===== src/design/regfile_consts.svh =====
`ifndef REGFILE_CONSTS_SVH
`define REGFILE_CONSTS_SVH
`define FIX_COUNT      16
`define FLT_COUNT      32
`define WORD_BITS      32
`define WORD_ZERO      32'h0000_0000
`define PC_RESET       32'h0000_0000
`define STACK_DEPTH    8
`define STATUS_ZERO    32'h0000_0000
`endif


===== src/design/regfile_pkg.sv =====
`include "regfile_consts.svh"
package regfile_pkg;
	typedef logic [`WORD_BITS-1:0]   word_t;
	typedef logic [2*`WORD_BITS-1:0] pair_t;
	typedef enum logic [1:0] {
		FLOW_NONE,
		FLOW_CALL,
		FLOW_RET
	} flow_e;
	// One write port per bank; wide selects a pair at an even index
	typedef struct packed {
		logic        en;
		logic        wide;
		logic [4:0]  idx;
		pair_t       data;
	} bank_wr_s;
	typedef struct packed {
		flow_e       op;
		word_t       target;
		word_t       link;
	} flow_s;
	typedef struct packed {
		logic        dec_load;
		logic        exe_load;
		word_t       dec_data;
		word_t       exe_data;
		logic        irq_load;
		word_t       irq_data;
	} status_wr_s;
endpackage

===== src/design/cpu_data_register_file.sv =====
`timescale 1ns/1ps
`include "regfile_consts.svh"
module cpu_data_register_file
	import regfile_pkg::*;
#(
	parameter int FIX_N = `FIX_COUNT,
	parameter int FLT_N = `FLT_COUNT,
	parameter int DEPTH = `STACK_DEPTH
) (
	input  wire logic        sys_clk,
	input  wire logic        rstn,
	input  wire bank_wr_s    fix_wr,
	input  wire bank_wr_s    flt_wr,
	input  wire logic [4:0]  fix_rd_idx,
	input  wire logic [4:0]  flt_rd_idx,
	output logic [63:0]      fix_rd_data,
	output logic [63:0]      flt_rd_data,
	input  wire logic        pc_advance,
	input  wire logic [5:0]  packet_bytes,
	input  wire flow_s       flow,
	output logic [31:0]      packet_pointer,
	output logic [31:0]      saved_link_address_reg,
	output logic             stack_fault,
	input  wire status_wr_s  status_wr,
	output logic [31:0]      irq_state_word,
	output logic [31:0]      decode_state_word,
	output logic [31:0]      execute_state_word
);
	localparam int SPW = $clog2(DEPTH + 1);

	typedef struct packed {
		logic [FIX_N-1:0][31:0] fix;
		logic [FLT_N-1:0][31:0] flt;
		logic [31:0]            pc;
		logic [31:0]            link;
		logic [DEPTH-1:0][31:0] stack;
		logic [SPW-1:0]         sp;
		logic                   fault;
		logic [31:0]            irq;
		logic [31:0]            dec;
		logic [31:0]            exe;
	} state_s;

	state_s st;
	state_s next_st;

	// Pair read: even index gives low word, next odd gives high word
	function automatic logic [4:0] even_of(input logic [4:0] idx);
		return {idx[4:1], 1'b0};
	endfunction

	assign fix_rd_data = {st.fix[4'(even_of(fix_rd_idx)) + 4'd1],
		st.fix[4'(even_of(fix_rd_idx))]};
	assign flt_rd_data = {st.flt[even_of(flt_rd_idx) + 5'd1],
		st.flt[even_of(flt_rd_idx)]};
	assign packet_pointer         = st.pc;
	assign saved_link_address_reg = st.link;
	assign stack_fault            = st.fault;
	assign irq_state_word         = st.irq;
	assign decode_state_word      = st.dec;
	assign execute_state_word     = st.exe;

	always_comb begin
		next_st = st;
		if (fix_wr.en) begin
			if (fix_wr.wide) begin
				next_st.fix[4'(even_of(fix_wr.idx))]        = fix_wr.data[31:0];
				next_st.fix[4'(even_of(fix_wr.idx)) + 4'd1] = fix_wr.data[63:32];
			end else begin
				next_st.fix[4'(fix_wr.idx)] = fix_wr.data[31:0];
			end
		end
		if (flt_wr.en) begin
			if (flt_wr.wide) begin
				next_st.flt[even_of(flt_wr.idx)]        = flt_wr.data[31:0];
				next_st.flt[even_of(flt_wr.idx) + 5'd1] = flt_wr.data[63:32];
			end else begin
				next_st.flt[flt_wr.idx] = flt_wr.data[31:0];
			end
		end
		// Flow change wins over sequential advance
		unique case (flow.op)
			FLOW_CALL: begin
				if (st.sp == SPW'(DEPTH)) begin
					next_st.fault = 1'b1;
				end else begin
					next_st.stack[st.sp[$clog2(DEPTH)-1:0]] = st.link;
					next_st.sp = st.sp + SPW'(1);
				end
				next_st.link = flow.link;
				next_st.pc   = flow.target;
			end
			FLOW_RET: begin
				next_st.pc = st.link;
				if (st.sp == '0) begin
					// Underflow leaves link unchanged; flagged for software
					next_st.fault = 1'b1;
				end else begin
					next_st.link = st.stack[st.sp[$clog2(DEPTH)-1:0] - 1'b1];
					next_st.sp   = st.sp - SPW'(1);
				end
			end
			default: begin
				if (pc_advance) begin
					next_st.pc = st.pc + 32'(packet_bytes);
				end
			end
		endcase
		if (status_wr.irq_load) begin
			next_st.irq = status_wr.irq_data;
		end
		if (status_wr.dec_load) begin
			next_st.dec = status_wr.dec_data;
		end
		if (status_wr.exe_load) begin
			next_st.exe = status_wr.exe_data;
		end
	end

	always_ff @(posedge sys_clk) begin
		if (!rstn) begin
			st       <= '0;
			st.pc    <= `PC_RESET;
			st.irq   <= `STATUS_ZERO;
			st.dec   <= `STATUS_ZERO;
			st.exe   <= `STATUS_ZERO;
		end else begin
			st <= next_st;
		end
	end

	// Reset is synchronous: the banks read zero one edge after it is seen
	a_reset_clears: assert property (@(posedge sys_clk)
		!rstn |=> st.fix == '0 && st.flt == '0)
		else $error("banks not cleared by reset");
	a_reset_flow: assert property (@(posedge sys_clk)
		!rstn |=> packet_pointer == `PC_RESET && saved_link_address_reg == '0 && !stack_fault)
		else $error("flow state not cleared by reset");
	a_fix_single: assert property (@(posedge sys_clk) disable iff (!rstn)
		fix_wr.en && !fix_wr.wide
		|=> st.fix[4'($past(fix_wr.idx))] == $past(fix_wr.data[31:0]))
		else $error("fixed single write lost");
	a_flt_single: assert property (@(posedge sys_clk) disable iff (!rstn)
		flt_wr.en && !flt_wr.wide
		|=> st.flt[$past(flt_wr.idx)] == $past(flt_wr.data[31:0]))
		else $error("float single write lost");
	// Read port compared on any index that falls in the written pair
	a_fix_pair_hi: assert property (@(posedge sys_clk) disable iff (!rstn)
		fix_wr.en && fix_wr.wide
		|=> fix_rd_idx[3:1] != $past(fix_wr.idx[3:1]) || fix_rd_data == $past(fix_wr.data))
		else $error("fixed pair readback wrong");
	a_flt_pair: assert property (@(posedge sys_clk) disable iff (!rstn)
		flt_wr.en && flt_wr.wide
		|=> flt_rd_idx[4:1] != $past(flt_wr.idx[4:1]) || flt_rd_data == $past(flt_wr.data))
		else $error("float pair readback wrong");
	// Checked on the storage itself, apart from the read mux
	a_pair_order: assert property (@(posedge sys_clk) disable iff (!rstn)
		flt_wr.en && flt_wr.wide
		|=> st.flt[{$past(flt_wr.idx[4:1]), 1'b0}] == $past(flt_wr.data[31:0]) &&
		st.flt[{$past(flt_wr.idx[4:1]), 1'b1}] == $past(flt_wr.data[63:32]))
		else $error("pair words in wrong registers");
	a_pc_advance: assert property (@(posedge sys_clk) disable iff (!rstn)
		flow.op == FLOW_NONE && pc_advance
		|=> packet_pointer == $past(packet_pointer) + 32'($past(packet_bytes)))
		else $error("pointer did not advance");
	a_pc_hold: assert property (@(posedge sys_clk) disable iff (!rstn)
		flow.op == FLOW_NONE && !pc_advance |=> $stable(packet_pointer))
		else $error("pointer moved while idle");
	// Advance is held off on flow edges, so the pointer must equal the target
	a_call_target: assert property (@(posedge sys_clk) disable iff (!rstn)
		flow.op == FLOW_CALL |=> packet_pointer == $past(flow.target))
		else $error("call did not take its target");
	a_call_link: assert property (@(posedge sys_clk) disable iff (!rstn)
		flow.op == FLOW_CALL |=> saved_link_address_reg == $past(flow.link))
		else $error("call did not load link");
	a_ret_target: assert property (@(posedge sys_clk) disable iff (!rstn)
		flow.op == FLOW_RET |=> packet_pointer == $past(saved_link_address_reg))
		else $error("return target wrong");
	// A call that finds room on the stack and its return on adjacent edges hand back the old link
	a_call_ret_pair: assert property (@(posedge sys_clk) disable iff (!rstn)
		flow.op == FLOW_CALL && st.sp != SPW'(DEPTH) ##1 flow.op == FLOW_RET
		|=> saved_link_address_reg == $past(saved_link_address_reg, 2))
		else $error("link not restored");
	a_stack_full: assert property (@(posedge sys_clk) disable iff (!rstn)
		flow.op == FLOW_CALL && st.sp == SPW'(DEPTH) |=> stack_fault && st.sp == SPW'(DEPTH))
		else $error("overflow not flagged");
	a_stack_empty: assert property (@(posedge sys_clk) disable iff (!rstn)
		flow.op == FLOW_RET && st.sp == '0 |=> stack_fault && $stable(saved_link_address_reg))
		else $error("underflow not flagged");
	// Only reset clears it, so a late look by software still sees the fault
	a_fault_sticky: assert property (@(posedge sys_clk) disable iff (!rstn)
		stack_fault |=> stack_fault)
		else $error("stack fault dropped");
	a_status_load: assert property (@(posedge sys_clk) disable iff (!rstn)
		status_wr.dec_load |=> decode_state_word == $past(status_wr.dec_data))
		else $error("decode word not loaded");
	a_exe_load: assert property (@(posedge sys_clk) disable iff (!rstn)
		status_wr.exe_load |=> execute_state_word == $past(status_wr.exe_data))
		else $error("execute word not loaded");
	a_irq_load: assert property (@(posedge sys_clk) disable iff (!rstn)
		status_wr.irq_load |=> irq_state_word == $past(status_wr.irq_data))
		else $error("interrupt word not loaded");
	// Saved decode and execute status must survive untouched until software reloads it
	a_status_hold: assert property (@(posedge sys_clk) disable iff (!rstn)
		!status_wr.dec_load && !status_wr.exe_load
		|=> $stable(decode_state_word) && $stable(execute_state_word))
		else $error("status word changed without a load");
endmodule


===== config.mk =====
export PLATFORM = sky130hd
export DESIGN_NAME = cpu_data_register_file
export DESIGN_NICKNAME = d
export VERILOG_FILES = /design/src/design/regfile_pkg.sv /design/src/design/cpu_data_register_file.sv
export VERILOG_INCLUDE_DIRS = /design/src /design/src/design
export SDC_FILE = /design/constraint.sdc
export NUM_CORES = 2
export LEC_CHECK = 0
export CAP_MARGIN = 10
export CORE_ASPECT_RATIO = 0.7
export CORE_MARGIN = 1.5
export CORE_UTILIZATION = 54
export CTS_CLUSTER_SIZE = 16
export DETAILED_ROUTE_END_ITERATION = 12
export DONT_BUFFER_PORTS = 1
export GPL_ROUTABILITY_DRIVEN = 0
export HOLD_SLACK_MARGIN = 0.06
export PLACE_DENSITY = 0.69
export SYNTH_ARGS = -nofsm -noshare
export SYNTH_HDL_FRONTEND = slang
export SYNTH_SLANG_ARGS = --single-unit
export TNS_END_PERCENT = 5

===== constraint.sdc =====
create_clock -name sys_clk -period 3.3 [get_ports sys_clk]
set_input_delay 0.165 -clock sys_clk [delete_from_list [all_inputs] [get_ports sys_clk]]
set_output_delay 0.165 -clock sys_clk [all_outputs]
set_load 0.03 [all_outputs]

# ---- Yosys cells after proc, flatten, opt, wreduce, memory -nomap -nowiden
# Index checks and enable logic that the tools add are counted.
dict set report totals {
  reg_bits 1957
  in_bits 326
  output_inout_bits 289
  word_cells 154
}
dict set report op_classes {
  addsub 8
  n_lt_le_gt_ge 19
  n_eq_ne 7
  n_mux 42
  bitwise_logic 1
  n_reduce_logical 14
}
# cell count
set ops {}
lappend ops {{$bwmux W1024} 3}
lappend ops {{$bwmux W512} 3}
lappend ops {{$mux W1024} 1}
lappend ops {{$mux W512} 1}
lappend ops {{$mux W32} 14}
lappend ops {{$demux W32 S4} 3}
lappend ops {{$demux W32 S5} 2}
lappend ops {{$bmux W32 S4} 2}
lappend ops {{$bwmux W256} 1}
lappend ops {{$bmux W32 S3} 2}
lappend ops {{$demux W32 S3} 2}
lappend ops {{$bmux W32 S5} 1}
lappend ops {{$pmux W32 S2} 2}
lappend ops {{$add A32 B6 Y32} 1}
lappend ops {{$lt A5 B6 Y1 const B} 5}
lappend ops {{$lt A4 B5 Y1 const B} 5}
lappend ops {{$ge A5 B1 Y1 const B} 3}
lappend ops {{$add A4 B1 Y4 const B} 3}
lappend ops {{$ge A4 B1 Y1 const B} 3}
lappend ops {{$add A5 B1 Y5 const B} 2}
lappend ops {{$pmux W5 S2} 1}
lappend ops {{$lt A3 B4 Y1 const B} 2}
lappend ops {{$mux W4} 2}
lappend ops {{$ne A2 B2 Y1 const B} 4}
lappend ops {{other kinds (14)} 23}

# ---- Depth between registers and ports, before layout
dict set report depth {
  ltp_word 7
  ltp_mapped 10
  depth_no_buf 8
}

# ---- Worst setup path after synthesis
# No wires, ideal clock.
dict set report synth_path {
  kind {input-to-output}
  from {in flt_rd_idx[1]}
  to {out flt_rd_data[0]}
  t_arrival_ns 2.232
  required_ns 3.135
  path_slack_ns 0.903
  cell_stages 5
  path_buffers 3
  cell_sequence {clkbuf_1 > buf_2 > buf_1 > mux4_2 > mux4_2}
}
dict set report synth_between {
  elab_chain_len 2
}
# item line
set synth_lines {}
lappend synth_lines {{start: declaration} cpu_data_register_file.sv:15} ;# input wire logic [4:0] flt_rd_idx,
lappend synth_lines {{$bmux W32 S4} cpu_data_register_file.sv:55} ;# st.flt[even_of(flt_rd_idx)]};
lappend synth_lines {{$mux W32 (not written as such)} cpu_data_register_file.sv:55}
lappend synth_lines {{end: declaration} cpu_data_register_file.sv:17} ;# output logic [63:0] flt_rd_data,
# No other way between the ends. The select of a mux whose other input is x is not followed.

# ---- Worst setup path after layout
dict set report layout_path {
  from {reg st, in the netlist packet_pointer[7]}
  to {reg st, in the netlist packet_pointer[28]}
}
dict set report layout_between {
  elab_chain_len 3
}
# item line
set layout_lines {}
lappend layout_lines {{start: declaration} cpu_data_register_file.sv:44} ;# state_s st;
lappend layout_lines {{start signal: assignment} cpu_data_register_file.sv:128} ;# st <= next_st;
lappend layout_lines {{$add A32 B6 Y32} cpu_data_register_file.sv:105} ;# next_st.pc = st.pc + 32'(packet_bytes);
lappend layout_lines {{$mux W32} cpu_data_register_file.sv:104} ;# if (pc_advance) begin
lappend layout_lines {{$pmux W32 S2} cpu_data_register_file.sv:82} ;# unique case (flow.op)
# No other way between the ends. The select of a mux whose other input is x is not followed.
# A chain may end at the register's enable or synchronous reset.

==> impl_metrics.py <==
metrics = {
    "outcome": {
        "run_status": "finished, violations left",
        "violations": "slew limit",
    },
    "drt": {
        "wl_um": 268000,
        "drt.antenna.violating_nets": 0,
        "routed-via-count": 69900,
        "drc": 0,
        "drt_iter0_drc": 8982,
        "first_pass_iters": 6,
        "vias_per_cell": 6.27,
        "wire_per_inst_um": 24.1,
    },
    "floorplanning": {
        "die_h_um": 331,
        "row_count": 120,
        "start_util": 0.543,
        "die_area_um2": 156000,
        "die_w_um": 471,
        "io-pin-count": 615,
        "design.core.area_um2": 153000,
    },
    "min_path": {
        "hp-class": "input port to flop",
        "hold_end": "st[1381]",
        "hold-path-cell-count": 3,
        "hp-start": "flt_wr[68]",
    },
    "power": {
        "clkPwrFrac": 0.437,
        "p_sw_frac": 0.252,
        "combPwrFrac": 0.093,
        "p_leak_nw": 31.9,
        "power_frac_seq": 0.470,
        "pwr_density_cell_nw_per_um2": 554,
        "p_switching_w": 0.0133,
        "peakVddDrop_v": 0.000492,
        "p_int_w": 0.0394,
    },
    "setup_path": {
        "rrSetupSlack_ns": 0.11,
        "cp-end-kind": "flop",
        "worstRegToRegCells": 6,
        "regToRegEndpoint": "packet_pointer[28]",
        "r2r_start": "packet_pointer[7]",
        "cp_data_arrival_time_ns": 3.91,
        "start_kind": "flop",
        "critPathRequiredTime_ns": 4.02,
        "critPathKind": "flop to flop",
        "cp_max_fo": 7,
    },
    "clock_network": {
        "clk_latency_ns": 0.84,
        "cts.path.max_buffers": 3,
        "clock-sinks": 1957,
        "tritoncts": "yes",
        "ctsHtreeMaxLevel": 4,
        "cts_root_buf": "clkbuf_16",
        "clk_pin_slew_ns": 0.07,
        "numCtsBuffers": 179,
    },
    "cells_and_area": {
        "design_area_um2": 95200,
        "drive_above_1_share": 0.127,
        "largest_register": "st",
        "nets": 9292,
        "area_delta_synth_final_pct": 14.9,
        "final_util": 0.624,
        "largest_reg_flops": 1796,
    },
    "placement": {
        "dpl.hpwl_um": 146000,
        "place.port_buffers": 0,
        "dpl_cell_area_um2": 83100,
    },
    "synthesis": {
        "netlist.area_leader.share": 0.473,
        "synth-edff-count": 0,
        "synth_nets": 9438,
        "syn_inst": 9099,
        "netlist_area_um2": 82800,
        "syn-mean-instance-area_um2": 9.10,
        "synth_cell_types": 61,
        "ys_warn_count": 0,
        "synth_top_area_cell": "dfxtp_1",
        "synth-seq-cells": 1957,
        "ys.flop_type": "dfxtp_1",
        "synth_area_leaders": "dfxtp_1 (47%), mux4_2 (13%), nand2_1 (9.2%)",
        "async_reset_ff_frac": 0,
        "ys_seq_area_frac": 0.473,
    },
    "sta": {
        "min_period_ns": 3.19,
        "fin_tns_setup_ns": 0,
        "drv_slew": 130,
        "fin_skew_ns": 0.0571,
        "final_hold_viol_count": 0,
        "final-setup-viol-count": 0,
        "period_share": 0.968,
        "rsz0062_at_grt": "no",
        "slew_headroom": -0.247,
        "worstMarginPinSlew_ns": 1.87,
        "fmax_ghz": 0.313,
    },
    "global_route": {
        "antenna_found_initial": 36,
        "grt_overflow": 0,
        "grt_pass1_wl_um": 401000,
        "grt_pass1_vias": 66700,
        "grt_max_degree": 257,
        "grt_usage": 0.330,
    },
    "flow_run": {
        "drv_cap": 0,
    },
}
[worst max-delay path by stage]
stage / cells after the start / slack, ns / start / endpoint
6_report: 6 / 0.11 / packet_pointer[7] / packet_pointer[28]
5_1_grt: 7 / 0.01 / saved_link_address_reg[5] / packet_pointer[5]
4_1_cts: 6 / 0.21 / packet_pointer[7] / packet_pointer[28]
3_5_place_dp: 8 / 0.61 / st[98] / st[108]
3_3_place_gp: 8 / 0.68 / st[98] / st[104]
2_1_floorplan: 5 / 0.90 / flt_rd_idx[1] / flt_rd_data[0]
[cell usage in the layout (no fill, tap or decap), types with 6 or more instances in the layout]
cell           count
nand2_1         2029
dfxtp_1         1956
nor2_1          1023
a21oi_1          963
a211oi_1         771
dlygate4sd3_1    534
mux4_2           480
mux2i_1          194
buf_4            192
clkbuf_16        182
nand3_1          115
a22oi_1           81
mux2_2            64
o21ai_0           47
clkbuf_8          45
nor2_4            38
diode_2           33
o2111ai_1         33
buf_12            31
bufinv_16         29
clkbuf_1          28
clkinv_2          24
o211ai_1          12
or3_1             11
nand2b_1          11
a221oi_1          11
nor4_1            11
inv_1             10
nor2_2            10
ha_1              10
nor3_2             9
or2_2              9
a31oi_1            9
nor3_1             8
nand4_1            6
or4_1              6
a21o_1             6
a221o_1            6
[power groups by stage]
stage	clock (W)	combinational, W	sequential, W
global route	0.0241	0.00512	0.0248
detailed placement	0	0.00388	0.0253
CTS	0.0232	0.00469	0.0248
floorplan	0	0.00364	0.0249
finish	0.0230	0.00490	0.0248
global placement	0	0.00380	0.0253
[cell usage after synthesis, types with 12 or more instances]
cell       count
nand3_1      120
clkbuf_1     850
buf_1         63
a21oi_1      964
nor2_1      1071
mux2i_1      194
buf_4        161
a22oi_1       81
nand2_1     2032
o2111ai_1     33
o211ai_1      12
a211oi_1     771
mux4_2       480
mux2_2        64
dfxtp_1     1957
o21ai_0       47
nor3_1        17
[per-stage QoR]
stage / hold slack (ns) / setup slack, ns / total power (W) / cells
after floorplan: 0.312 / 0.903 / 0.0285 / 9099
after global placement: 0.292 / 0.679 / 0.0291 / 10200
after detailed placement: 0.290 / 0.613 / 0.0292 / 10200
after CTS: 0.0629 / 0.206 / 0.0527 / 11100
after global routing: 0.115 / 0.0105 / 0.0541 / 11100
final: 0.143 / 0.105 / 0.0527 / 11100
[worst max-delay path, cell delays in order (launching register included)]
cell	delay (ns)
dfxtp_1	0.61
nand4_1	0.32
or4_1	0.68
or3_4	0.45
o211a_1	0.21
o31a_1	0.24
dlygate4sd3_1	0.57
[final cells by class]
class                           instances  area (um^2)
Fill cell                           12100        57400
Multi-Input combinational cell       6047        39400
Sequential cell                      1957        39200
Timing Repair Buffer                  757         7410
Clock buffer                          255         5280
Tap cell                             2013         2520
Clock inverter                         71         1260
Antenna cell                           33         82.6
Inverter                               11         48.8
[cells by family after synthesis]
logic type / after synthesis / share of synthesized area
and+or+nand+nor: 3315 / 0.155
AOI/OAI and AO/OA: 1974 / 0.150
DFF: 1957 / 0.473
buffers and inverters: 1095 / 0.0571
muxes: 738 / 0.163
adders and majority gates: 13 / 0.00214
xor gates and xnor gates: 7 / 0.000740
[metal layers]
layer / part of all wire / global-route usage / vias to the layer above
met1: 0.40 / 0.439 / 33600
met2: 0.44 / 0.507 / 4157
met5: 0.00064 / 0.00418 / -
met4: 0.049 / 0.157 / 14
li1: - / - / 31300
met3: 0.11 / 0.0805 / 809
[repair_timing]
action,CTS,global route
endpoints found under the setup margin,0,1
setup buffers,0,0
endpoints found under the hold margin,1895,0
hold buffers,536,0
gates resized for setup,0,1
(Power assumes the default switching activity.)
